### src/iisf_regs.svh
// constants for the isolated input spi frame block
// assumes inclusion by the frame logic and its crc leaf
`ifndef IISF_REGS_SVH
`define IISF_REGS_SVH
`define IISF_CRC_POLY     5'h15
`define IISF_CRC_SEED     5'h07
`define IISF_PAYLOAD_BITS 5'h13
`define IISF_FRAME_CRC    5'h18
`define IISF_FRAME_PLAIN  5'h10
`define IISF_FLT1_CRC     3'h0
`define IISF_FLT1_POR     3'h1
`define IISF_FLT1_SUPLOW  3'h2
`define IISF_FLT1_SUPMIS  3'h3
`define IISF_FLT1_WBG     3'h4
`define IISF_FLT1_F2      3'h5
`define IISF_FLT1_RESET   8'h02
`define IISF_ADDR_FLT1    5'h04
`define IISF_ADDR_FLT2    5'h1C
`endif

### src/iisf_pkg.sv
// types shared by the isolated input spi frame files
// assumes nothing of its surroundings
package iisf_pkg;
	typedef enum logic [1:0] {
		IISF_MODE0,
		IISF_MODE1,
		IISF_MODE2,
		IISF_MODE3
	} iisf_mode_t;
endpackage

### src/iisf_crc5.sv
// serial 5-bit check value register, msb first
// assumes one bit per shift strobe on clk_in
`timescale 1ns/1ps
`include "iisf_regs.svh"
module iisf_crc5 (
	// clock and reset
	input  wire logic       clk_in,
	input  wire logic       rst_in,
	// control
	input  wire logic       seed_in,
	input  wire logic       shift_in,
	input  wire logic       bit_in,
	// result
	output logic [4:0]      crc_out
);
	logic [4:0] crc_q;
	logic       fb;
	// the seed is the register's starting value, so no shift cycles are spent on it
	assign fb = crc_q[4] ^ bit_in;
	always_ff @(posedge clk_in) begin
		if (rst_in || seed_in) begin
			crc_q <= `IISF_CRC_SEED;
		end else if (shift_in) begin
			crc_q <= {crc_q[3:0], 1'b0} ^ ({5{fb}} & `IISF_CRC_POLY);
		end
	end
	assign crc_out = crc_q;
endmodule

### src/iisf_frame.sv
// spi frame engine: strap modes, check bits, fault flags, capture latches
// assumes host pins arrive asynchronous; field status arrives on clk_in
`timescale 1ns/1ps
`include "iisf_regs.svh"
module iisf_frame (
	// clock and reset
	input  wire logic       clk_in,
	input  wire logic       rst_in,
	// host spi pins
	input  wire logic       host_chip_select_n_in,
	input  wire logic       host_serial_clock_in,
	input  wire logic       host_serial_in_in,
	input  wire logic       shared_capture_n_in,
	output logic            host_serial_out_out,
	output logic            host_fault_out_n_out,
	// straps
	input  wire logic       mode_strap_high_in,
	input  wire logic       mode_strap_low_in,
	// field status
	input  wire logic [7:0] input_state_byte_in,
	input  wire logic [7:0] wire_break_status_in,
	input  wire logic       field_supply_low_in,
	input  wire logic       field_supply_missing_in,
	input  wire logic       wire_break_summary_in,
	input  wire logic       secondary_fault_in,
	input  wire logic       supply_loss_event_in,
	// configuration and indicators
	input  wire logic       check_error_alert_enable_in,
	input  wire logic       fault_latch_mode_in,
	input  wire logic [7:0] reg_read_data_in,
	output logic            field_ready_ind_out,
	output logic            field_fault_out_n_out,
	output logic [4:0]      reg_addr_out,
	output logic [7:0]      reg_write_data_out,
	output logic            reg_write_out,
	output logic            secondary_read_out,
	output logic            clock_count_error_out,
	output logic [7:0]      primary_fault_reg_out
);
	typedef enum logic [1:0] {
		IISF_IDLE,
		IISF_SHIFT,
		IISF_DONE
	} iisf_state_t;
	logic [2:0]         cs_s_q, sck_s_q, sdi_s_q, lat_s_q;
	logic               cs_n, sck, sdi, lat_n, sck_prev_q, cs_prev_q, lat_prev_q;
	logic               rise, fall, cs_fall, cs_rise, lat_fall;
	iisf_state_t        state_q;
	iisf_pkg::iisf_mode_t mode_q;
	logic               mode_ok_q;
	logic [23:0]        rx_q;
	logic [23:0]        tx_q;
	logic [5:0]         cnt_q;
	logic [7:0]         di_latch_q, wb_latch_q;
	logic [2:0]         sts_latch_q;
	logic               prev_read_q;
	logic [7:0]         read_hold_q;
	logic [7:0]         flt1_q;
	logic               crc_err_q, field_fault_out_n_n_q, host_fault_out_n_n_q, ready_q;
	logic               crc_seed, crc_shift, crc_bit, use_crc, frame_ok;
	logic [4:0]         crc_val;
	logic [4:0]         tx_crc_val;
	logic [7:0]         byte2;
	logic [2:0]         sts_now;
	// only the third stage is read, keeping the first two as a pure synchroniser
	always_ff @(posedge clk_in) begin
		if (rst_in) begin
			cs_s_q  <= 3'h7;
			sck_s_q <= 3'h0;
			sdi_s_q <= 3'h0;
			lat_s_q <= 3'h7;
		end else begin
			cs_s_q  <= {cs_s_q[1:0], host_chip_select_n_in};
			sck_s_q <= {sck_s_q[1:0], host_serial_clock_in};
			sdi_s_q <= {sdi_s_q[1:0], host_serial_in_in};
			lat_s_q <= {lat_s_q[1:0], shared_capture_n_in};
		end
	end
	assign cs_n  = cs_s_q[2];
	assign sck   = sck_s_q[2];
	assign sdi   = sdi_s_q[2];
	assign lat_n = lat_s_q[2];
	always_ff @(posedge clk_in) begin
		if (rst_in) begin
			sck_prev_q <= 1'b0;
			cs_prev_q  <= 1'b1;
			lat_prev_q <= 1'b1;
		end else begin
			sck_prev_q <= sck;
			cs_prev_q  <= cs_n;
			lat_prev_q <= lat_n;
		end
	end
	// clock edges outside a frame are ignored
	assign rise     = sck & ~sck_prev_q & ~cs_n;
	assign fall     = ~sck & sck_prev_q & ~cs_n;
	assign cs_fall  = ~cs_n & cs_prev_q;
	assign cs_rise  = cs_n & ~cs_prev_q;
	assign lat_fall = ~lat_n & lat_prev_q;
	// strap caught once after reset release
	always_ff @(posedge clk_in) begin
		if (rst_in) begin
			mode_q    <= iisf_pkg::IISF_MODE0;
			mode_ok_q <= 1'b0;
		end else if (!mode_ok_q) begin
			mode_q    <= iisf_pkg::iisf_mode_t'({mode_strap_high_in, mode_strap_low_in});
			mode_ok_q <= 1'b1;
		end
	end
	assign use_crc = (mode_q == iisf_pkg::IISF_MODE0) || (mode_q == iisf_pkg::IISF_MODE2);
	// status bits that freeze on select only
	assign sts_now = {wire_break_summary_in, field_supply_missing_in, field_supply_low_in};
	always_ff @(posedge clk_in) begin
		if (rst_in) begin
			di_latch_q  <= 8'h00;
			wb_latch_q  <= 8'h00;
			sts_latch_q <= 3'h0;
		end else if (cs_fall || (lat_fall && cs_n)) begin
			di_latch_q <= input_state_byte_in;
			wb_latch_q <= wire_break_status_in;
			if (cs_fall) begin
				sts_latch_q <= sts_now;
			end
		end
	end
	// second byte: same-frame read in modes 0/1, held data in chain modes
	always_comb begin
		if (mode_q[1]) begin
			byte2 = prev_read_q ? read_hold_q : wb_latch_q;
		end else begin
			byte2 = wb_latch_q;
		end
	end
	// check bits follow payload, one shift register per direction
	assign crc_seed  = cs_fall;
	assign crc_shift = rise && (cnt_q < 6'(`IISF_PAYLOAD_BITS));
	assign crc_bit   = sdi;
	iisf_crc5 u_rx_crc (
		.clk_in   (clk_in),
		.rst_in   (rst_in),
		.seed_in  (crc_seed),
		.shift_in (crc_shift),
		.bit_in   (crc_bit),
		.crc_out  (crc_val)
	);
	// outgoing check bits follow the bits as the host samples them
	iisf_crc5 u_tx_crc (
		.clk_in   (clk_in),
		.rst_in   (rst_in),
		.seed_in  (crc_seed),
		.shift_in (crc_shift),
		.bit_in   (host_serial_out_out),
		.crc_out  (tx_crc_val)
	);
	// frame state and shifters
	always_ff @(posedge clk_in) begin
		if (rst_in) begin
			state_q <= IISF_IDLE;
			cnt_q   <= 6'h00;
			rx_q    <= 24'h000000;
			tx_q    <= 24'h000000;
		end else begin
			case (state_q)
				IISF_IDLE: begin
					if (cs_fall) begin
						state_q <= IISF_SHIFT;
						cnt_q   <= 6'h00;
						tx_q    <= {input_state_byte_in, 16'h0000};
					end
				end
				IISF_SHIFT: begin
					if (cs_n) begin
						state_q <= IISF_DONE;
					end else begin
						if (rise) begin
							rx_q  <= {rx_q[22:0], sdi};
							cnt_q <= cnt_q + 6'h01;
						end
						if (fall && cnt_q == 6'h01) begin
							tx_q <= {di_latch_q[6:0], byte2, sts_latch_q, 6'h00};
						end else if (fall && cnt_q == 6'h09 && !mode_q[1] && !rx_q[8]) begin
							tx_q <= {reg_read_data_in, 3'h0, sts_now, 10'h000};
						end else if (fall) begin
							tx_q <= {tx_q[22:0], 1'b0};
						end
					end
				end
				default: begin
					state_q <= IISF_IDLE;
				end
			endcase
		end
	end
	// the latch loads on the same edge, so the first bit is taken from the live byte
	always_ff @(posedge clk_in) begin
		if (rst_in) begin
			host_serial_out_out <= 1'b0;
		end else if (cs_fall) begin
			host_serial_out_out <= input_state_byte_in[7];
		end else if (fall && use_crc && cnt_q >= 6'(`IISF_PAYLOAD_BITS) && cnt_q < 6'(`IISF_FRAME_CRC)) begin
			host_serial_out_out <= tx_crc_val[3'(6'(`IISF_FRAME_CRC) - 6'h01 - cnt_q)];
		end else if (fall) begin
			host_serial_out_out <= tx_q[22];
		end
	end
	// frame accepted only if count is good and, in check modes 0/2, the check too
	always_comb begin
		frame_ok = 1'b1;
		if (use_crc) begin
			frame_ok = (cnt_q == 6'(`IISF_FRAME_CRC)) && (rx_q[4:0] == crc_val);
		end else begin
			frame_ok = (cnt_q == 6'(`IISF_FRAME_PLAIN));
		end
	end
	// register port: write only on a good frame, no-op writes nothing
	always_ff @(posedge clk_in) begin
		if (rst_in) begin
			reg_write_out         <= 1'b0;
			reg_addr_out          <= 5'h00;
			reg_write_data_out    <= 8'h00;
			clock_count_error_out <= 1'b0;
			crc_err_q             <= 1'b0;
			prev_read_q           <= 1'b0;
			read_hold_q           <= 8'h00;
			secondary_read_out    <= 1'b0;
		end else begin
			reg_write_out      <= 1'b0;
			secondary_read_out <= 1'b0;
			clock_count_error_out <= 1'b0;
			if (state_q == IISF_DONE) begin
				if (cnt_q[2:0] != 3'h0) begin
					clock_count_error_out <= 1'b1;
				end else if (use_crc && !frame_ok) begin
					crc_err_q <= 1'b1;
				end else if (frame_ok) begin
					crc_err_q    <= 1'b0;
					reg_addr_out <= use_crc ? rx_q[22:18] : rx_q[14:10];
					prev_read_q  <= use_crc ? ~rx_q[23] : ~rx_q[15];
					if (use_crc ? rx_q[23] : rx_q[15]) begin
						reg_write_data_out <= use_crc ? rx_q[15:8] : rx_q[7:0];
						reg_write_out      <= 1'b1;
					end else begin
						read_hold_q <= reg_read_data_in;
						if ((use_crc ? rx_q[22:18] : rx_q[14:10]) == `IISF_ADDR_FLT2) begin
							secondary_read_out <= 1'b1;
						end
					end
				end
			end
		end
	end
	// primary fault register; persistent conditions win over the clear
	always_ff @(posedge clk_in) begin
		if (rst_in) begin
			flt1_q <= `IISF_FLT1_RESET;
		end else begin
			if (reg_write_out && reg_addr_out == `IISF_ADDR_FLT1) begin
				flt1_q[`IISF_FLT1_POR] <= 1'b0;
			end
			if (secondary_read_out == 1'b0 && state_q == IISF_IDLE && prev_read_q && reg_addr_out == `IISF_ADDR_FLT1) begin
				flt1_q[`IISF_FLT1_SUPLOW] <= field_supply_low_in;
				flt1_q[`IISF_FLT1_SUPMIS] <= field_supply_missing_in | supply_loss_event_in;
			end else begin
				flt1_q[`IISF_FLT1_SUPLOW] <= flt1_q[`IISF_FLT1_SUPLOW] | field_supply_low_in;
				flt1_q[`IISF_FLT1_SUPMIS] <= flt1_q[`IISF_FLT1_SUPMIS] | field_supply_missing_in | supply_loss_event_in;
			end
			flt1_q[`IISF_FLT1_CRC] <= crc_err_q;
			flt1_q[`IISF_FLT1_WBG] <= wire_break_summary_in;
			flt1_q[`IISF_FLT1_F2]  <= secondary_fault_in;
		end
	end
	// fault pins kept active low in their flops; only check and power-on route by default
	always_ff @(posedge clk_in) begin
		if (rst_in) begin
			host_fault_out_n_n_q <= 1'b0;
			field_fault_out_n_n_q <= 1'b1;
			ready_q    <= 1'b0;
		end else begin
			ready_q    <= mode_ok_q;
			field_fault_out_n_n_q <= ~(crc_err_q & check_error_alert_enable_in);
			if (fault_latch_mode_in) begin
				host_fault_out_n_n_q <= host_fault_out_n_n_q & ~crc_err_q & ~flt1_q[`IISF_FLT1_POR];
				if (reg_write_out && reg_addr_out == `IISF_ADDR_FLT1) begin
					host_fault_out_n_n_q <= ~crc_err_q;
				end
			end else begin
				host_fault_out_n_n_q <= ~(crc_err_q | flt1_q[`IISF_FLT1_POR]);
			end
		end
	end
	assign host_fault_out_n_out  = host_fault_out_n_n_q;
	assign field_fault_out_n_out = field_fault_out_n_n_q;
	assign field_ready_ind_out   = ready_q;
	assign primary_fault_reg_out = flt1_q;
endmodule

### config.mk
export PLATFORM = sky130hd
export DESIGN_NAME = iisf_frame
export DESIGN_NICKNAME = d
export VERILOG_FILES = /design/src/iisf_pkg.sv /design/src/iisf_crc5.sv /design/src/iisf_frame.sv
export VERILOG_INCLUDE_DIRS = /design/src
export SDC_FILE = /design/constraint.sdc
export NUM_CORES = 1
export LEC_CHECK = 0
export BUFFER_PORTS_ARGS = -buffer_cell sky130_fd_sc_hd__buf_2
export CAP_MARGIN = 20
export CORE_MARGIN = 2
export CORE_UTILIZATION = 55
export CTS_BUF_LIST = sky130_fd_sc_hd__clkbuf_8
export CTS_CLUSTER_DIAMETER = 80
export DETAILED_ROUTE_END_ITERATION = 8
export PLACE_DENSITY = 0.76
export SLEW_MARGIN = 20
export SYNTH_ARGS = -nofsm -noshare
export SYNTH_HDL_FRONTEND = slang
export SYNTH_SLANG_ARGS = --single-unit
### constraint.sdc
create_clock -name clk_in -period 3.4 [get_ports clk_in]
set_input_delay 0.51 -clock clk_in [delete_from_list [all_inputs] [get_ports clk_in]]
set_output_delay 0.51 -clock clk_in [all_outputs]
set_load 0.02 [all_outputs]
==> metrics.txt <==
RSZ-0062 raised after global routing false; hold_buf cts 0; crit-path cells or4b_4, a211oi_4, nand2b_1, nand2b_4, a31o_1; Critical Path Sink Type flop; ranking of synthesized cells by area dfxtp_1 48%, mux2i_1 6.6%, nand2_1 5.4%; fill count 822; Routability Congestion 0.835; startpoint types flop; final hold slack 0.228 ns; Worst R2R End read_hold_q[1]; Detailed Route WL 12.7 mm; worst hold start check_error_alert_enable_in; Synth async-reset ratio 0%; total gr overflow 0; Core Box Area 9680 µm²; CP Data Arrival Time 3.18 ns; CP Data Required Time 3.73 ns; vias in the first global route 4254; Initial Util 56.3%; period utilisation layout 83.7%; first-pass GRT wire length 20.9 mm; Final ANT Viol Nets 0; PortBufs 64; Min-Delay Endpoint field_fault_out_n_out; largest net degree at the start of global routing 43; Die H 104 µm; prevailing post-synth register cell dfxtp_1; Maximum Capacitance Violations 0; num rows 36; r2r worst-path depth 5; fin cells 800; failing checks design-rule violations; 1st-pass router iterations 6; worst reg2reg setup slack 0.55 ns; outcome finished, violations left; synthesized area 5460 µm²; drt initial violations 329; Inserted Clock Buffers 17; Ys Warns 0; Leak 2.33 nW; layout cells sized above 1 18.6%; Worst Tran Pin Value 1.02 ns; Clock transition at path regs 0.08 ns; CP Max Fanout 25; CP max-delay cell or4b_4; TritonCTS clock tree done; Die ar. 10700 µm²; Setup Skew 0.0114 ns; most frequent cell after synthesis dfxtp_1; # setup viols final 0; GR Util All Layers 24.0%; Hold Path Class input pin to flop; Slew HR 31.7%; Worst path max stage delay 0.65 ns; root buf cell clkbuf_8; Max Slew Vio Count 0; Max clock buf depth 2; DP HPWL 8.68 mm; clock latency on the worst-skew pair 0.44 ns; H-tree depth 4; initial antenna violation count 0; ant diodes 0; Crit Path Category flop to flop; synth cell count leaders 130 x dfxtp_1, 78 x nand2_1, 50 x a21oi_1; f_max 351 MHz; # IOs 67; Post-CTS Setup Inserts 0; worst reg2reg startpoint cnt_q[3]; Vias 4594; Final Cell Area 6250 µm²; drt via density 5.74; Cells after Synth 606; WL/cell 15.9 µm; placed cell count 768; crit path time final 2.85 ns; post-synth top area cell dfxtp_1; Placed Instance Area 5820 µm²; Yosys reg bits 130; VDD IR max 0.000333 V; Synth Area per Inst 9.00 µm²; TritonCTS Sinks 130; area grow syn2layout 14.6%; P per Cell Area 498 nW/µm²; PostCTS Resize Cnt 0; Worst Hold Depth 2; Die X 104 µm; Seq/Total Area, Yosys 47.7%; Layout Nets 696; DRC 2; Netlist cell types 56; Yosys top cell area share 47.7%; setup TNS 0 ns; number of synthesized flops with an enable pin 0; final hold viol count 0
## report_power, final
| group | switching [mW] | internal, mW | total (mW) | leakage, nW |
|---|---|---|---|---|
| logic | 0.0846 | 0.0562 | 0.141 | 1.05 |
| registers | 0.0147 | 1.54 | 1.56 | 1.05 |
| clock network | 0.663 | 0.748 | 1.41 | 0.221 |
| total | 0.762 | 2.35 | 3.11 | 2.33 |
## sequential cells by signal (all words and copies together) (netlist names), 2 cells and up
signal,count
mode_q,2
sts_latch_q,3
sdi_s_q,3
u_tx_crc.crc_out,5
di_latch_q,6
lat_s_q,3
wb_latch_q,8
sck_s_q,3
cs_s_q,3
cnt_q,6
tx_q,17
state_q,2
reg_addr_out,5
u_rx_crc.crc_out,5
read_hold_q,8
primary_fault_reg_out,6
rx_q,24
reg_write_data_out,8
## logic make-up after synthesis
family | synth area share [%]
compound gates | 18.3
xor+xnor | 2.41
fa+ha+maj | 0.688
buf+inv | 3.88
flops | 47.7
mux | 7.64
other cells | 0.0687
simple gates | 19.4
## cells in the final DEF, fill, tap and decap left out, drive strengths merged, types with 5 or more instances in the layout
master and count:
clkinv 6, a311oi 8, or2 10, nand2b 14, a31o 8, a211oi 10
nor2b 14, nand2 78, inv 11, mux2 5, o21ai 27, o2bb2ai 9
a31oi 18, clkbuf 17, a21oi 50, nand3 8, and3 6, dfxtp 130
nor2 46, buf 72, xor2 9, xnor2 6, o211ai 5, nor4b 11
o22ai 6, nor3 5, mux2i 36
## routing by layer
layer / wire length [µm] / global-route usage [%] / vias to the layer above
met4: 74 / 7.05 / 0
li1: - / - / 2246
met3: 849 / 6.67 / 6
met1: 5820 / 31.6 / 2181
met2: 5960 / 38.7 / 161
met5: 0 / 0 / -
## worst max-delay path: cells and delay by family, from the launching register on
| kind | cells | cell delay [ns] |
|---|---|---|
| AO/OA/AOI/OAI | 2 | 0.88 |
| flip-flops | 1 | 0.56 |
| AND/OR/NAND/NOR | 3 | 1.30 |
## final cells by class
cell class              instances  area, µm²  share of cell area (%)
clock inverters                15        195                    3.12
clock buffers                  17        234                    3.74
multi-input cells             428       2660                    42.5
inverters                       5       18.8                   0.300
flip-flops and latches        130       2600                    41.6
well taps                     133        166                    2.66
repair buffers                 72        380                    6.08
## worst max path at each step
| stage | startpoint | to | slack [ns] | cells after the start |
|---|---|---|---|---|
| 2_1_floorplan | cnt_q[4] | read_hold_q[0] | 1.40 | 7 |
| 3_3_place_gp | cnt_q[3] | read_hold_q[1] | 0.69 | 5 |
| 3_5_place_dp | cnt_q[3] | read_hold_q[7] | 0.61 | 5 |
| 4_1_cts | cnt_q[3] | read_hold_q[5] | 0.60 | 5 |
| 5_1_grt | cnt_q[3] | read_hold_q[6] | 0.41 | 5 |
| 6_report | cnt_q[3] | read_hold_q[1] | 0.55 | 5 |
## metrics by stage
| stage | util (%) | power (mW) | worst slack, ns |
|---|---|---|---|
| 2_1_floorplan | - | 1.68 | 1.40 |
| 4_1_cts | 64.6 | 3.13 | 0.598 |
| 3_5_place_dp | 60.1 | 1.73 | 0.613 |
| 3_3_place_gp | 60.1 | 1.73 | 0.688 |
| 5_1_grt | 64.6 | 3.22 | 0.411 |
| 6_report | 64.6 | 3.11 | 0.553 |
Power figures use the tool's default switching activity.
